--- src/pkg/complex_logic_array_omc_pkg.sv ---
// Shared constants and carrier types for the output logic cell array.
// Assumes one 100 MHz clock domain and a host that reaches the array
// through the configuration/IO block select of the parallel bus.
package complex_logic_array_omc_pkg;

  // ----------------------------------------------------------------
  // Array shape
  // ----------------------------------------------------------------
  localparam int CELLS = 16;
  localparam int GROUP = 8;
  localparam int TERMS = 4;
  localparam int FIRST_BC = 8;
  localparam int BC_HIGH_FIRST = 12;
  localparam int AB_NATIVE = 3;
  localparam int BC_NATIVE = 4;
  localparam int AB_BORROW = 6;
  localparam int BC_LOW_BORROW = 5;
  localparam int BC_HIGH_BORROW = 6;

  // ----------------------------------------------------------------
  // Register offsets inside the configuration/IO block, reset values
  // ----------------------------------------------------------------
  localparam logic [7:0] OFS_AB_FLOPS = 8'h20;
  localparam logic [7:0] OFS_BC_FLOPS = 8'h21;
  localparam logic [7:0] OFS_AB_MASK = 8'h22;
  localparam logic [7:0] OFS_BC_MASK = 8'h23;
  localparam logic [7:0] MASK_RESET = 8'h00;
  localparam logic [7:0] FLOPS_RESET = 8'h00;

  // ----------------------------------------------------------------
  // Modes
  // ----------------------------------------------------------------
  typedef enum logic [1:0] {
    FF_D = 2'b00,
    FF_T = 2'b01,
    FF_JK = 2'b10,
    FF_SR = 2'b11
  } flop_kind_t;

  typedef enum logic [1:0] {
    PIN_AUTO = 2'b00,
    PIN_FIRST = 2'b01,
    PIN_SECOND = 2'b10,
    PIN_NODE = 2'b11
  } pin_route_t;

  // ----------------------------------------------------------------
  // Carriers
  // ----------------------------------------------------------------
  typedef struct packed {
    logic invert;
    logic registered;
    flop_kind_t kind;
    logic ext_clock;
    pin_route_t route;
    logic oe_equation;
    logic [TERMS-1:0] use_native;
    logic [TERMS-1:0] borrow_left;
    logic [TERMS-1:0] borrow_right;
    logic expand_on;
    logic [3:0] expand_src;
  } cell_cfg_t;

  typedef struct packed {
    logic [TERMS-1:0] native;
    logic k;
    logic clock;
    logic preset;
    logic [1:0] clear;
    logic oe;
  } cell_terms_t;

  typedef struct packed {
    logic select;
    logic wr_n;
    logic rd_n;
    logic [7:0] addr;
    logic [7:0] data;
  } host_bus_t;

  typedef struct packed {
    logic [7:0] a_out;
    logic [7:0] a_oe;
    logic [7:0] b_out;
    logic [7:0] b_oe;
    logic [7:0] c_out;
    logic [7:0] c_oe;
  } port_pins_t;

endpackage : complex_logic_array_omc_pkg

--- src/verilog/output_logic_cell.sv ---
// One output logic cell: term sum, polarity, flip-flop next state, and
// the registered/combinatorial output selection.
// Assumes the caller holds the flip-flop and decides borrowing.
`timescale 1ns/1ps
module output_logic_cell
  import complex_logic_array_omc_pkg::*;
#(
  parameter int NATIVE = AB_NATIVE
) (
  // Configuration and terms
  input wire cell_cfg_t cfg,
  input wire cell_terms_t terms,
  input wire logic borrowed_or,
  input wire logic expand_val,
  // Flip-flop context
  input wire logic q,
  input wire logic clk_fire,
  input wire logic load_en,
  input wire logic load_bit,
  // Results
  output logic sum_raw,
  output logic next_q,
  output logic cell_out
);

  // ----------------------------------------------------------------
  // Term sum and polarity
  // ----------------------------------------------------------------
  logic [TERMS-1:0] native_mask;
  logic logic_val;
  logic cleared;

  // Terms above the native count do not exist in this cell.
  always_comb begin
    native_mask = '0;
    for (int t = 0; t < NATIVE; t++) begin
      native_mask[t] = 1'b1;
    end
    sum_raw = |(terms.native & cfg.use_native & native_mask) | borrowed_or
      | expand_val;
    logic_val = sum_raw ^ cfg.invert;
    cleared = |terms.clear;
  end

  // ----------------------------------------------------------------
  // Flip-flop next state
  // ----------------------------------------------------------------
  // Preset and clear act whenever high; clear wins because a stuck
  // preset must not block a reset of the machine. A host load beats both.
  always_comb begin
    next_q = q;
    if (clk_fire) begin
      case (cfg.kind)
        FF_D: next_q = logic_val;
        FF_T: next_q = q ^ logic_val;
        FF_JK: next_q = (logic_val & ~q) | (~terms.k & q);
        FF_SR: next_q = logic_val | (~terms.k & q);
        default: next_q = q;
      endcase
    end
    if (terms.preset) begin
      next_q = 1'b1;
    end
    if (cleared) begin
      next_q = 1'b0;
    end
    if (load_en) begin
      next_q = load_bit;
    end
  end

  // Output mux feeding both the pin and the array feedback.
  always_comb begin
    cell_out = cfg.registered ? q : logic_val;
  end

endmodule : output_logic_cell

--- src/verilog/complex_logic_array_output_cell_array.sv ---
// Sixteen output logic cells in two groups of eight, with host load,
// read back, load masks, term borrowing, expansion and pin routing.
// Assumes all inputs are synchronous to clk and the AND array, port
// direction registers and configuration bits come from outside.
//
// Notes on behaviour
// - Sixteen cells in two groups: AB drives ports A/B, BC ports B/C.
// - An unassigned cell output is routed to a port its group serves.
// - The summed terms pass an XOR that sets the result polarity.
// - A mux picks flop or logic result for pin and array feedback.
// - Each flop can act as D, toggle, JK or set-reset element.
// - Flop clocks from a product term or external pin rising edge.
// - Preset and clear are active-high terms; clear takes two terms.
// - AB: 3 native, 6 borrowed; BC0-3: 4 plus 5; BC4-7: 4 plus 6.
// - Borrow only from neighbours; a used term is never shared.
// - Expansion consumes another cell and adds a cycle of delay.
// - Cell n of each group maps to data bit n for loads and reads.
// - A host load overrides preset, clear and clock of the flop.
// - Each group sits in the config/IO block for load and read back.
// - Loads happen on write strobe trailing edge or while it is low.
// - One 8-bit mask per group, resetting to zero, allowing loads.
// - A set mask bit keeps that flop; unmasked bits still load.
// - Pin enable is the enable term ORed with the direction bit.
// - An output without enable equation drives from power-up on.
// - An internal node frees its pin but keeps feedback to the array.
`timescale 1ns/1ps
module complex_logic_array_output_cell_array
  import complex_logic_array_omc_pkg::*;
(
  // Clock, reset, enable
  input wire logic clk,
  input wire logic srst,
  input wire logic ce,
  // Host parallel bus
  input wire host_bus_t host,
  output logic [7:0] host_rd_data,
  output logic host_rd_oe,
  // Configuration
  input wire logic edge_loading,
  input wire cell_cfg_t [CELLS-1:0] cfg,
  // AND array terms and external clock pin
  input wire cell_terms_t [CELLS-1:0] terms,
  input wire logic external_flop_clock_pin,
  // Port direction register bits
  input wire logic [7:0] dir_a,
  input wire logic [7:0] dir_b,
  input wire logic [7:0] dir_c,
  // Pins and feedback
  output port_pins_t pins,
  output logic [7:0] group_ab_feedback,
  output logic [7:0] group_bc_feedback
);

  // ----------------------------------------------------------------
  // Helper functions
  // ----------------------------------------------------------------
  function automatic int native_count(input int i);
    return (i < FIRST_BC) ? AB_NATIVE : BC_NATIVE;
  endfunction : native_count

  function automatic int borrow_limit(input int i);
    if (i < FIRST_BC) begin
      return AB_BORROW;
    end
    return (i < BC_HIGH_FIRST) ? BC_LOW_BORROW : BC_HIGH_BORROW;
  endfunction : borrow_limit

  // Keeps only the first 'limit' set bits, so no cell exceeds its cap.
  function automatic logic [7:0] cap_bits(input logic [7:0] m,
                                          input int limit);
    logic [7:0] r;
    int n;
    r = '0;
    n = 0;
    for (int b = 0; b < 8; b++) begin
      if (m[b] && n < limit) begin
        r[b] = 1'b1;
        n++;
      end
    end
    return r;
  endfunction : cap_bits

  function automatic logic hit(input host_bus_t h, input logic [7:0] ofs);
    return h.select && (h.addr == ofs);
  endfunction : hit

  // ----------------------------------------------------------------
  // State
  // ----------------------------------------------------------------
  typedef struct packed {
    logic [CELLS-1:0] flops;
    logic [7:0] mask_ab;
    logic [7:0] mask_bc;
    logic prev_wr_n;
    logic [7:0] wr_data;
    logic [3:0] wr_hits;
    logic [CELLS-1:0] prev_clk_term;
    logic prev_ext_clk;
    logic [CELLS-1:0] expand_reg;
    logic [7:0] rd_data;
    port_pins_t pins;
    logic [CELLS-1:0] feedback;
  } state_t;

  state_t st;
  state_t next_st;

  logic [CELLS-1:0] borrowed_or;
  logic [CELLS-1:0] expand_val;
  logic [CELLS-1:0] clk_fire;
  logic [CELLS-1:0] load_en;
  logic [CELLS-1:0] load_bit;
  logic [CELLS-1:0] sum_raw;
  logic [CELLS-1:0] next_q;
  logic [CELLS-1:0] cell_out;
  logic [CELLS-1:0] consumed;
  logic [3:0] now_hits;
  logic do_load;
  logic [7:0] load_data;
  logic [3:0] load_hits;

  // ----------------------------------------------------------------
  // Term borrowing between neighbours
  // ----------------------------------------------------------------
  // A right-hand request from the lower cell wins over a left-hand
  // request from the upper cell for the same term; terms the owner
  // uses are never lent. Neighbours never cross the group boundary.
  always_comb begin
    logic [7:0] req;
    logic [7:0] grant;
    int l;
    int r;
    int ll;
    req = '0;
    grant = '0;
    l = 0;
    r = 0;
    ll = 0;
    for (int i = 0; i < CELLS; i++) begin
      l = (i + CELLS - 1) % CELLS;
      r = (i + 1) % CELLS;
      ll = (i + CELLS - 2) % CELLS;
      req = '0;
      for (int t = 0; t < TERMS; t++) begin
        if ((i % GROUP) != GROUP - 1 && t < native_count(r)) begin
          req[t] = cfg[i].borrow_right[t] & ~cfg[r].use_native[t];
        end
        if ((i % GROUP) != 0 && t < native_count(l)) begin
          req[TERMS+t] = cfg[i].borrow_left[t] & ~cfg[l].use_native[t]
            & ~((i % GROUP) >= 2 && cfg[ll].borrow_right[t]);
        end
      end
      grant = cap_bits(req, borrow_limit(i));
      borrowed_or[i] = |(grant & {terms[l].native, terms[r].native});
    end
  end

  // ----------------------------------------------------------------
  // Expansion and clock selection
  // ----------------------------------------------------------------
  // Expansion goes through a register: it frees routing at the cost of
  // one extra cycle on the equation that needs it.
  always_comb begin
    consumed = '0;
    for (int i = 0; i < CELLS; i++) begin
      expand_val[i] = cfg[i].expand_on & st.expand_reg[cfg[i].expand_src];
      if (cfg[i].expand_on) begin
        consumed[cfg[i].expand_src] = 1'b1;
      end
      clk_fire[i] = cfg[i].ext_clock
        ? (external_flop_clock_pin & ~st.prev_ext_clk)
        : (terms[i].clock & ~st.prev_clk_term[i]);
    end
  end

  // ----------------------------------------------------------------
  // Host write capture and load
  // ----------------------------------------------------------------
  // In edge mode the data seen during the strobe is held and applied
  // when the strobe rises; level mode applies it every strobe cycle.
  always_comb begin
    now_hits = {hit(host, OFS_BC_MASK), hit(host, OFS_AB_MASK),
                hit(host, OFS_BC_FLOPS), hit(host, OFS_AB_FLOPS)};
    if (edge_loading) begin
      do_load = host.wr_n & ~st.prev_wr_n;
      load_data = st.wr_data;
      load_hits = st.wr_hits;
    end else begin
      do_load = ~host.wr_n;
      load_data = host.data;
      load_hits = now_hits;
    end
    for (int i = 0; i < CELLS; i++) begin
      if (i < FIRST_BC) begin
        load_en[i] = do_load & load_hits[0] & ~st.mask_ab[i];
      end else begin
        load_en[i] = do_load & load_hits[1]
          & ~st.mask_bc[i-FIRST_BC];
      end
      load_bit[i] = load_data[i % GROUP];
    end
  end

  // ----------------------------------------------------------------
  // Cell instances
  // ----------------------------------------------------------------
  for (genvar g = 0; g < CELLS; g++) begin : g_cell
    output_logic_cell #(
      .NATIVE(g < FIRST_BC ? AB_NATIVE : BC_NATIVE)
    ) u_cell (
      .cfg(cfg[g]),
      .terms(terms[g]),
      .borrowed_or(borrowed_or[g]),
      .expand_val(expand_val[g]),
      .q(st.flops[g]),
      .clk_fire(clk_fire[g]),
      .load_en(load_en[g]),
      .load_bit(load_bit[g]),
      .sum_raw(sum_raw[g]),
      .next_q(next_q[g]),
      .cell_out(cell_out[g])
    );
  end

  // ----------------------------------------------------------------
  // Next state
  // ----------------------------------------------------------------
  always_comb begin
    logic ab_drive;
    logic bc_drive;
    logic bc_on_b;
    logic ab_oe;
    logic bc_oe;
    ab_drive = 1'b0;
    bc_drive = 1'b0;
    bc_on_b = 1'b0;
    ab_oe = 1'b0;
    bc_oe = 1'b0;
    next_st = st;
    next_st.flops = next_q;
    next_st.prev_wr_n = host.wr_n;
    next_st.prev_clk_term = '0;
    for (int i = 0; i < CELLS; i++) begin
      next_st.prev_clk_term[i] = terms[i].clock;
    end
    next_st.prev_ext_clk = external_flop_clock_pin;
    next_st.expand_reg = sum_raw;
    if (!host.wr_n) begin
      next_st.wr_data = host.data;
      next_st.wr_hits = now_hits;
    end
    if (do_load && load_hits[2]) begin
      next_st.mask_ab = load_data;
    end
    if (do_load && load_hits[3]) begin
      next_st.mask_bc = load_data;
    end
    // Read back shows flop state, never filtered by the mask.
    if (now_hits[0]) begin
      next_st.rd_data = st.flops[GROUP-1:0];
    end else if (now_hits[1]) begin
      next_st.rd_data = st.flops[CELLS-1:FIRST_BC];
    end else if (now_hits[2]) begin
      next_st.rd_data = st.mask_ab;
    end else begin
      next_st.rd_data = st.mask_bc;
    end
    // Pin routing: AB defaults to port A, BC to port C, so automatic
    // placement never fights over port B. AB wins a port B clash unless its pin enable is low.
    next_st.pins = '0;
    for (int n = 0; n < GROUP; n++) begin
      ab_drive = (cfg[n].route != PIN_NODE) & ~consumed[n];
      bc_drive = (cfg[n+FIRST_BC].route != PIN_NODE)
        & ~consumed[n+FIRST_BC];
      bc_on_b = cfg[n+FIRST_BC].route == PIN_FIRST;
      ab_oe = ~cfg[n].oe_equation | terms[n].oe;
      bc_oe = ~cfg[n+FIRST_BC].oe_equation | terms[n+FIRST_BC].oe;
      if (ab_drive && cfg[n].route == PIN_SECOND) begin
        next_st.pins.b_out[n] = cell_out[n];
        next_st.pins.b_oe[n] = ab_oe | dir_b[n];
      end else if (ab_drive) begin
        next_st.pins.a_out[n] = cell_out[n];
        next_st.pins.a_oe[n] = ab_oe | dir_a[n];
      end
      if (bc_drive && bc_on_b && !next_st.pins.b_oe[n]) begin
        next_st.pins.b_out[n] = cell_out[n+FIRST_BC];
        next_st.pins.b_oe[n] = bc_oe | dir_b[n];
      end else if (bc_drive && !bc_on_b) begin
        next_st.pins.c_out[n] = cell_out[n+FIRST_BC];
        next_st.pins.c_oe[n] = bc_oe | dir_c[n];
      end
    end
    next_st.feedback = cell_out;
  end

  // ----------------------------------------------------------------
  // Registers
  // ----------------------------------------------------------------
  always_ff @(posedge clk) begin
    if (srst) begin
      st <= '0;
      st.flops <= {FLOPS_RESET, FLOPS_RESET};
      st.mask_ab <= MASK_RESET;
      st.mask_bc <= MASK_RESET;
      st.prev_wr_n <= 1'b1;
      st.wr_hits <= '0;
    end else if (ce) begin
      st <= next_st;
    end
  end

  // ----------------------------------------------------------------
  // Outputs
  // ----------------------------------------------------------------
  assign host_rd_data = st.rd_data;
  assign host_rd_oe = ~host.rd_n & (|now_hits);
  assign pins = st.pins;
  assign group_ab_feedback = st.feedback[GROUP-1:0];
  assign group_bc_feedback = st.feedback[CELLS-1:FIRST_BC];

endmodule : complex_logic_array_output_cell_array

--- config.mk ---
export PLATFORM = sky130hd
export DESIGN_NAME = complex_logic_array_output_cell_array
export DESIGN_NICKNAME = d
export VERILOG_FILES = /design/src/pkg/complex_logic_array_omc_pkg.sv /design/src/verilog/output_logic_cell.sv /design/src/verilog/complex_logic_array_output_cell_array.sv
export SDC_FILE = /design/constraint.sdc
export NUM_CORES = 1
export LEC_CHECK = 0
export ABC_CLOCK_PERIOD_IN_PS = 7170
export BUFFER_PORTS_ARGS = -buffer_cell sky130_fd_sc_hd__buf_2
export CORE_AREA = 4 4 261 263
export DETAILED_ROUTE_END_ITERATION = 8
export DIE_AREA = 0 0 265 267
export PLACE_DENSITY = 0.63
export SYNTH_ARGS = -nofsm -noshare
export SYNTH_HDL_FRONTEND = slang
export SYNTH_SLANG_ARGS = --single-unit
--- constraint.sdc ---
create_clock -name clk -period 7.17 [get_ports clk]
set_input_delay 0.3585 -clock clk [delete_from_list [all_inputs] [get_ports clk]]
set_output_delay 0.3585 -clock clk [all_outputs]
set_load 0.02 [all_outputs]
==> results of run 1 <==
[logic make-up after synthesis]
logic type | Yosys count | synth area share (%)
AOI/OAI and AO/OA | 670 | 25.1
xor gates and xnor gates | 59 | 3.15
adders and majority gates | 81 | 5.31
buffers and inverters | 354 | 8.42
DFF | 150 | 15.7
muxes | 160 | 13.8
and+or+nand+nor | 1019 | 28.6
[flip-flops by register name, summed over array words and instances (netlist names)]
| register | cells |
|---|---|
| st | 78 |
| pins | 48 |
| group_ab_feedback | 8 |
| group_bc_feedback | 8 |
| host_rd_data | 8 |
[worst register-to-register path: stages (launching register included)]
cell       delay (ps)
dfxtp_1           590
mux4_2            590
mux4_2            530
a221o_1           340
a221o_1           340
a31oi_1           270
xnor2_1           160
ha_1              260
and3b_1           160
a31oi_1           160
nor2b_1           190
a21boi_0          210
a32o_1            190
nor3_1             50
a2111oi_2         260
[power by group through the flow]
| stage | sequential, mW | combinational (mW) | clock, mW |
|---|---|---|---|
| final | 0.931 | 1.42 | 1.02 |
| after CTS | 0.928 | 1.41 | 1.04 |
| after global placement | 0.945 | 1.39 | 0 |
| after global routing | 0.935 | 1.54 | 1.07 |
| after detailed placement | 0.946 | 1.40 | 0 |
| after floorplan | 0.922 | 0.879 | 0 |
[area by class of cell]
| cell class | instances | share of cell area, % |
|---|---|---|
| diodes | 14 | 0.151 |
| clock buffers | 17 | 1.84 |
| clock inverters | 15 | 0.902 |
| inverters | 148 | 2.40 |
| multi-input cells | 1989 | 62.6 |
| flip-flops and latches | 150 | 13.0 |
| well taps | 864 | 4.67 |
| repair buffers | 658 | 14.5 |
[per-layer routing]
layer / vias up / track usage, % / share of wire, %
met2: 1153 / 42.0 / 45
met5: - / 0 / 0.14
li1: 10300 / - / -
met3: 190 / 5.94 / 8.4
met4: 22 / 8.92 / 3.6
met1: 10700 / 35.5 / 43
[final timing paths]
kind	start	end	slack [ps]	depth (start not counted)
min reg2reg	pins[14]	pins[14]	450	2
max reg2reg	st[82]	st[143]	2780	14
max	cfg[289]	st[144]	740	28
min	host[5]	st[114]	140	3
[layout by cell type, fill, tap and decap left out, types with 16 or more instances in the layout]
cell	synthesis	layout
nor3b_1	55	55
xnor2_1	38	38
a21oi_1	138	138
or3_1	17	17
ha_1	81	81
nor4_1	28	28
dfxtp_1	150	150
nand2_1	190	190
buf_4	72	25
nor2_1	258	258
inv_1	140	140
nand4_1	21	21
nor3_1	83	83
nand2b_1	90	90
a2111oi_0	17	17
o21ai_0	76	76
mux2i_1	61	61
nor2b_1	42	42
mux4_2	80	80
nand3_1	72	72
a221oi_1	19	19
clkbuf_16	0	17
a31oi_1	19	19
a21o_1	17	17
o2111ai_1	16	16
mux2_2	18	18
a211oi_1	52	52
a22oi_1	30	30
o211ai_1	37	37
o31ai_1	23	23
buf_2	7	632
nand3b_1	50	50
o22ai_1	56	56
==> impl_metrics.tcl, run 1 <==
set metrics [dict create \
    status "completed" \
    ctsResizeCount 0 \
    ctsHoldBuffers 0 \
    synthToLayoutAreaGrowth_pct 21.3 \
    power_density_mw_per_mm2 146 \
    final_area_mm2 0.0232 \
    p_int_mw 2.02 \
    worst_pin_slew_ps 1320 \
    required_ps 7510 \
    drc 0 \
    utilization_pct 35.3 \
    timing.final.ws_setup_ps 736 \
    cts_tree "yes" \
    gp_congestion 1.08 \
    grt_pass1_wl_um 140000 \
    post_dp_cell_area_mm2 0.0225 \
    crit_slowest_cell "ha_1" \
    tns_ps 0 \
    dominantRegCellSynth "dfxtp_1" \
    slew_headroom_pct 9.23 \
    clk_pin_slew_ps 80 \
    clkPwrFrac_pct 30.3 \
    dieArea_mm2 0.0708 \
    critPathTopFamily "simple AND/OR/NAND/NOR gates" \
    drive_gt1_share_pct 29.0 \
    io_pins 681 \
    yosysSeqAreaShare_pct 15.7 \
    finClkSkew_ps 28.2 \
    dp_hpwl_um 84400 \
    yosysMostFrequentCell "nor2_1" \
    criticalPathCategory "in2reg" \
    clk_latency_ps 470 \
    hp-class "in2reg" \
    yosysWarnings 0 \
    synth_async_sr_flop_share_pct 0 \
    period_needed_ps 6430 \
    fin_cells 3855 \
    htree_levels 4 \
    yosysTopAreaCell "dfxtp_1" \
    cts_buffers 17 \
    crit_path_end_kind "register" \
    arrival_ps 6770 \
    startpoint_type "input pin" \
    avgSynthCellArea_um2 7.66 \
    path_max_fanout 12 \
    maxCapViolCount 0 \
    synth_top_area_share_pct 15.7 \
    yosys_register_bits 150 \
    io_buffer_count 634 \
    hold_slack_ps 141 \
    track_usage_pct 26.4 \
    register_area_mm2 0.00300 \
    place_inst 3809 \
    cpMostUsedCell "ha_1" \
    grt_max_degree 57 \
    finalCritPeriodShare_pct 89.7 \
    p_leak_nw 9.84 \
    syn_inst 2493 \
    coreArea_mm2 0.0656 \
    synth.area.top_cells "dfxtp_1 (16%), mux4_2 (9.4%), ha_1 (5.3%)" \
    final_max_slew_viol_count 0 \
    peakVddDrop_mv 0.167 \
    wire_per_inst_um 25.9 \
    fp-row-count 94 \
    cts.sinks 150 \
    grt_overflow_total 0 \
    viasPerCell 5.80 \
    cts_setup_buffers 0 \
    antenna_found_initial 29 \
    swShare_pct 40.0 \
    ys_types 110 \
    dr_total_vias 22400 \
    antenna_left 0 \
    die-width_um 265 \
    dp_slack_ps 363 \
    netSwitchingPower_mw 1.35 \
    fill_cells 7004 \
    fmax_mhz 155 \
    synthTopCellsByCount "nor2_1 (258), nand2_1 (190), dfxtp_1 (150), inv_1 (140), a21oi_1 (138)" \
    clk_path_buf_depth 2 \
    setup_viol_count_final 0 \
    p_seq_share_pct 27.6 \
    synth_edf_count 0 \
    grt_pass1_vias 20600 \
    syn_nets 3182 \
    max_stage_delay_ps 560 \
    clk_root_buffer_cell "clkbuf_16" \
    initial_utilization_pct 29.1 \
    multi_input_area_mm2 0.0145 \
    drtIter0Drc 2439 \
    syn-cell-area_mm2 0.0191 \
    drtPass1Iterations 7 \
    p_total_mw 3.37 \
    wirelength_um 99800 \
    pwr-share-comb_pct 42.1 \
    finalHoldViolCount 0 \
    rsz0062_at_grt "false" \
    fp.dieH_um 267 \
    critPathBufInv 2 \
    layout.nets 3653 \
]
No activity file was read; power rests on OpenSTA's default activity.
==> run 2, diff against run 1 <==
--- a/config.mk
+++ b/config.mk
@@ -10,7 +10,6 @@
 export CORE_AREA = 4 4 261 263
 export DETAILED_ROUTE_END_ITERATION = 8
 export DIE_AREA = 0 0 265 267
-export PLACE_DENSITY = 0.63
 export SYNTH_ARGS = -nofsm -noshare
 export SYNTH_HDL_FRONTEND = slang
 export SYNTH_SLANG_ARGS = --single-unit
==> run 2 against run 1 <==
  * Setup slack improved by 13 ps
  * Critical path type unchanged
  * Count of clock-buffer cells in the layout grew 1
  * Maximum frequency rose by 0.20%
==> impl_metrics.tcl, run 2 (synthesized netlist as in run 1, its figures left out) <==
set metrics [dict create \
    finalHoldViolCount 0 \
    io_buffer_count 634 \
    criticalPathCategory "in2reg" \
    drtIter0Drc 2310 \
    dieArea_mm2 0.0708 \
    final_max_slew_viol_count 0 \
    antenna_found_initial 23 \
    mostFrequentLayoutCells "buf_2 (632), nor2_1 (258), nand2_1 (190)" \
    power_density_mw_per_mm2 142 \
    path_max_fanout 11 \
    slew_headroom_pct 7.58 \
    wirelength_um 101000 \
    cts.sinks 150 \
    dr_total_vias 22400 \
    arrival_ps 6780 \
    wire_per_inst_um 26.2 \
    worst_pin_slew_ps 1370 \
    finClkSkew_ps 12.1 \
    drive_gt1_share_pct 29.0 \
    p_leak_nw 9.82 \
    grt_pass1_wl_um 143000 \
    cts_buffers 17 \
    finalCritPeriodShare_pct 89.6 \
    required_ps 7530 \
    status "completed" \
    gp_congestion 1.04 \
    cpMostUsedCell "ha_1" \
    startpoint "cfg[263]" \
    layout_commonest_cell "buf_2" \
    ctsResizeCount 0 \
    grt_max_degree 57 \
    clk_pin_slew_ps 70 \
    cts_tree "yes" \
    clk_path_buf_depth 2 \
    worstSetupEndpoint "st[143]" \
    antenna_left 0 \
    path_depth 29 \
    layout.nets 3656 \
    period_needed_ps 6420 \
    fill_cells 7115 \
    rsz0062_at_grt "false" \
    die-width_um 265 \
    peakVddDrop_mv 0.184 \
    htree_levels 4 \
    grt_overflow_total 0 \
    hold_slack_ps 143 \
    maxCapViolCount 0 \
    tns_ps 0 \
    dp_hpwl_um 85100 \
    hp-class "in2reg" \
    coreArea_mm2 0.0656 \
    reg2reg_from "st[87]" \
    fp.dieH_um 267 \
    r2r_setup_slack_ps 2690 \
    track_usage_pct 26.8 \
    clk_latency_ps 460 \
    io_pins 681 \
    clk_root_buffer_cell "clkbuf_16" \
    setup_viol_count_final 0 \
    critPathBufInv 5 \
    viasPerCell 5.79 \
    ctsHoldBuffers 0 \
    largest_register_ffs 78 \
    cts_setup_buffers 0 \
    drc 0 \
    crit_slowest_cell "ha_1" \
    grt_pass1_vias 21100 \
    startpoint_type "input pin" \
    reg2reg_to "st[143]" \
    drtPass1Iterations 6 \
    crit_path_end_kind "register" \
    rr_worst_depth 14 \
    initial_utilization_pct 29.1 \
    critPathTopFamily "compound AO/OA/AOI/OAI gates" \
    fp-row-count 94 \
    max_stage_delay_ps 460 \
    fmax_mhz 156 \
    synthToLayoutAreaGrowth_pct 21.1 \
    p_total_mw 3.28 \
    regMostFlops "st" \
]
## run 2: cell type report
type / count / area (um^2) / area share (%)
clock inverters: 14 / 136 / 0.590
clock buffers: 18 / 439 / 1.90
flip-flops and latches: 150 / 3000 / 13.0
diodes: 15 / 37.5 / 0.162
repair buffers: 661 / 3380 / 14.6
multi-input cells: 1989 / 14500 / 62.6
well taps: 864 / 1080 / 4.67
inverters: 148 / 556 / 2.40
## run 2: worst min path at each step
stage,startpoint,to,cells after the start
after floorplan,pins[9],pins[9],2
after global placement,pins[14],pins[14],2
after detailed placement,pins[9],pins[9],2
after CTS,host[4],st[113],3
after global routing,terms[144],st[103],3
final,host[4],st[113],3
## run 2: worst min-delay path, delay by kind of cell
family | cells | cell delay, ps
AO/OA/AOI/OAI | 1 | 50
buffers and inverters | 1 | 100
AND/OR/NAND/NOR | 1 | 50
## run 2: per-layer routing
metal  global-route usage (%)  up-vias  part of all wire, %
met3                     6.24      169                  8.8
met2                     44.0     1120                   46
met1                     35.4    10700                   42
met4                     7.72       20                  2.7
met5                        0        -                 0.10
li1                         -    10300                    -
## run 2: where the power goes
group	leakage (nW)	switching, mW	internal, mW
logic	8.31	0.841	0.578
registers	1.23	0.0575	0.879
clock network	0.277	0.461	0.468
total	9.82	1.36	1.92
## run 2: metrics by stage
stage	setup WS (ps)	cell area (um^2)	instances	utilization, %
global route	119	23100	3850	35.2
finish	749	23100	3859	35.2
CTS	829	23100	3844	35.2
global placement	361	22500	3812	34.3
floorplan	1030	19100	2493	-
detailed placement	358	22500	3812	34.3
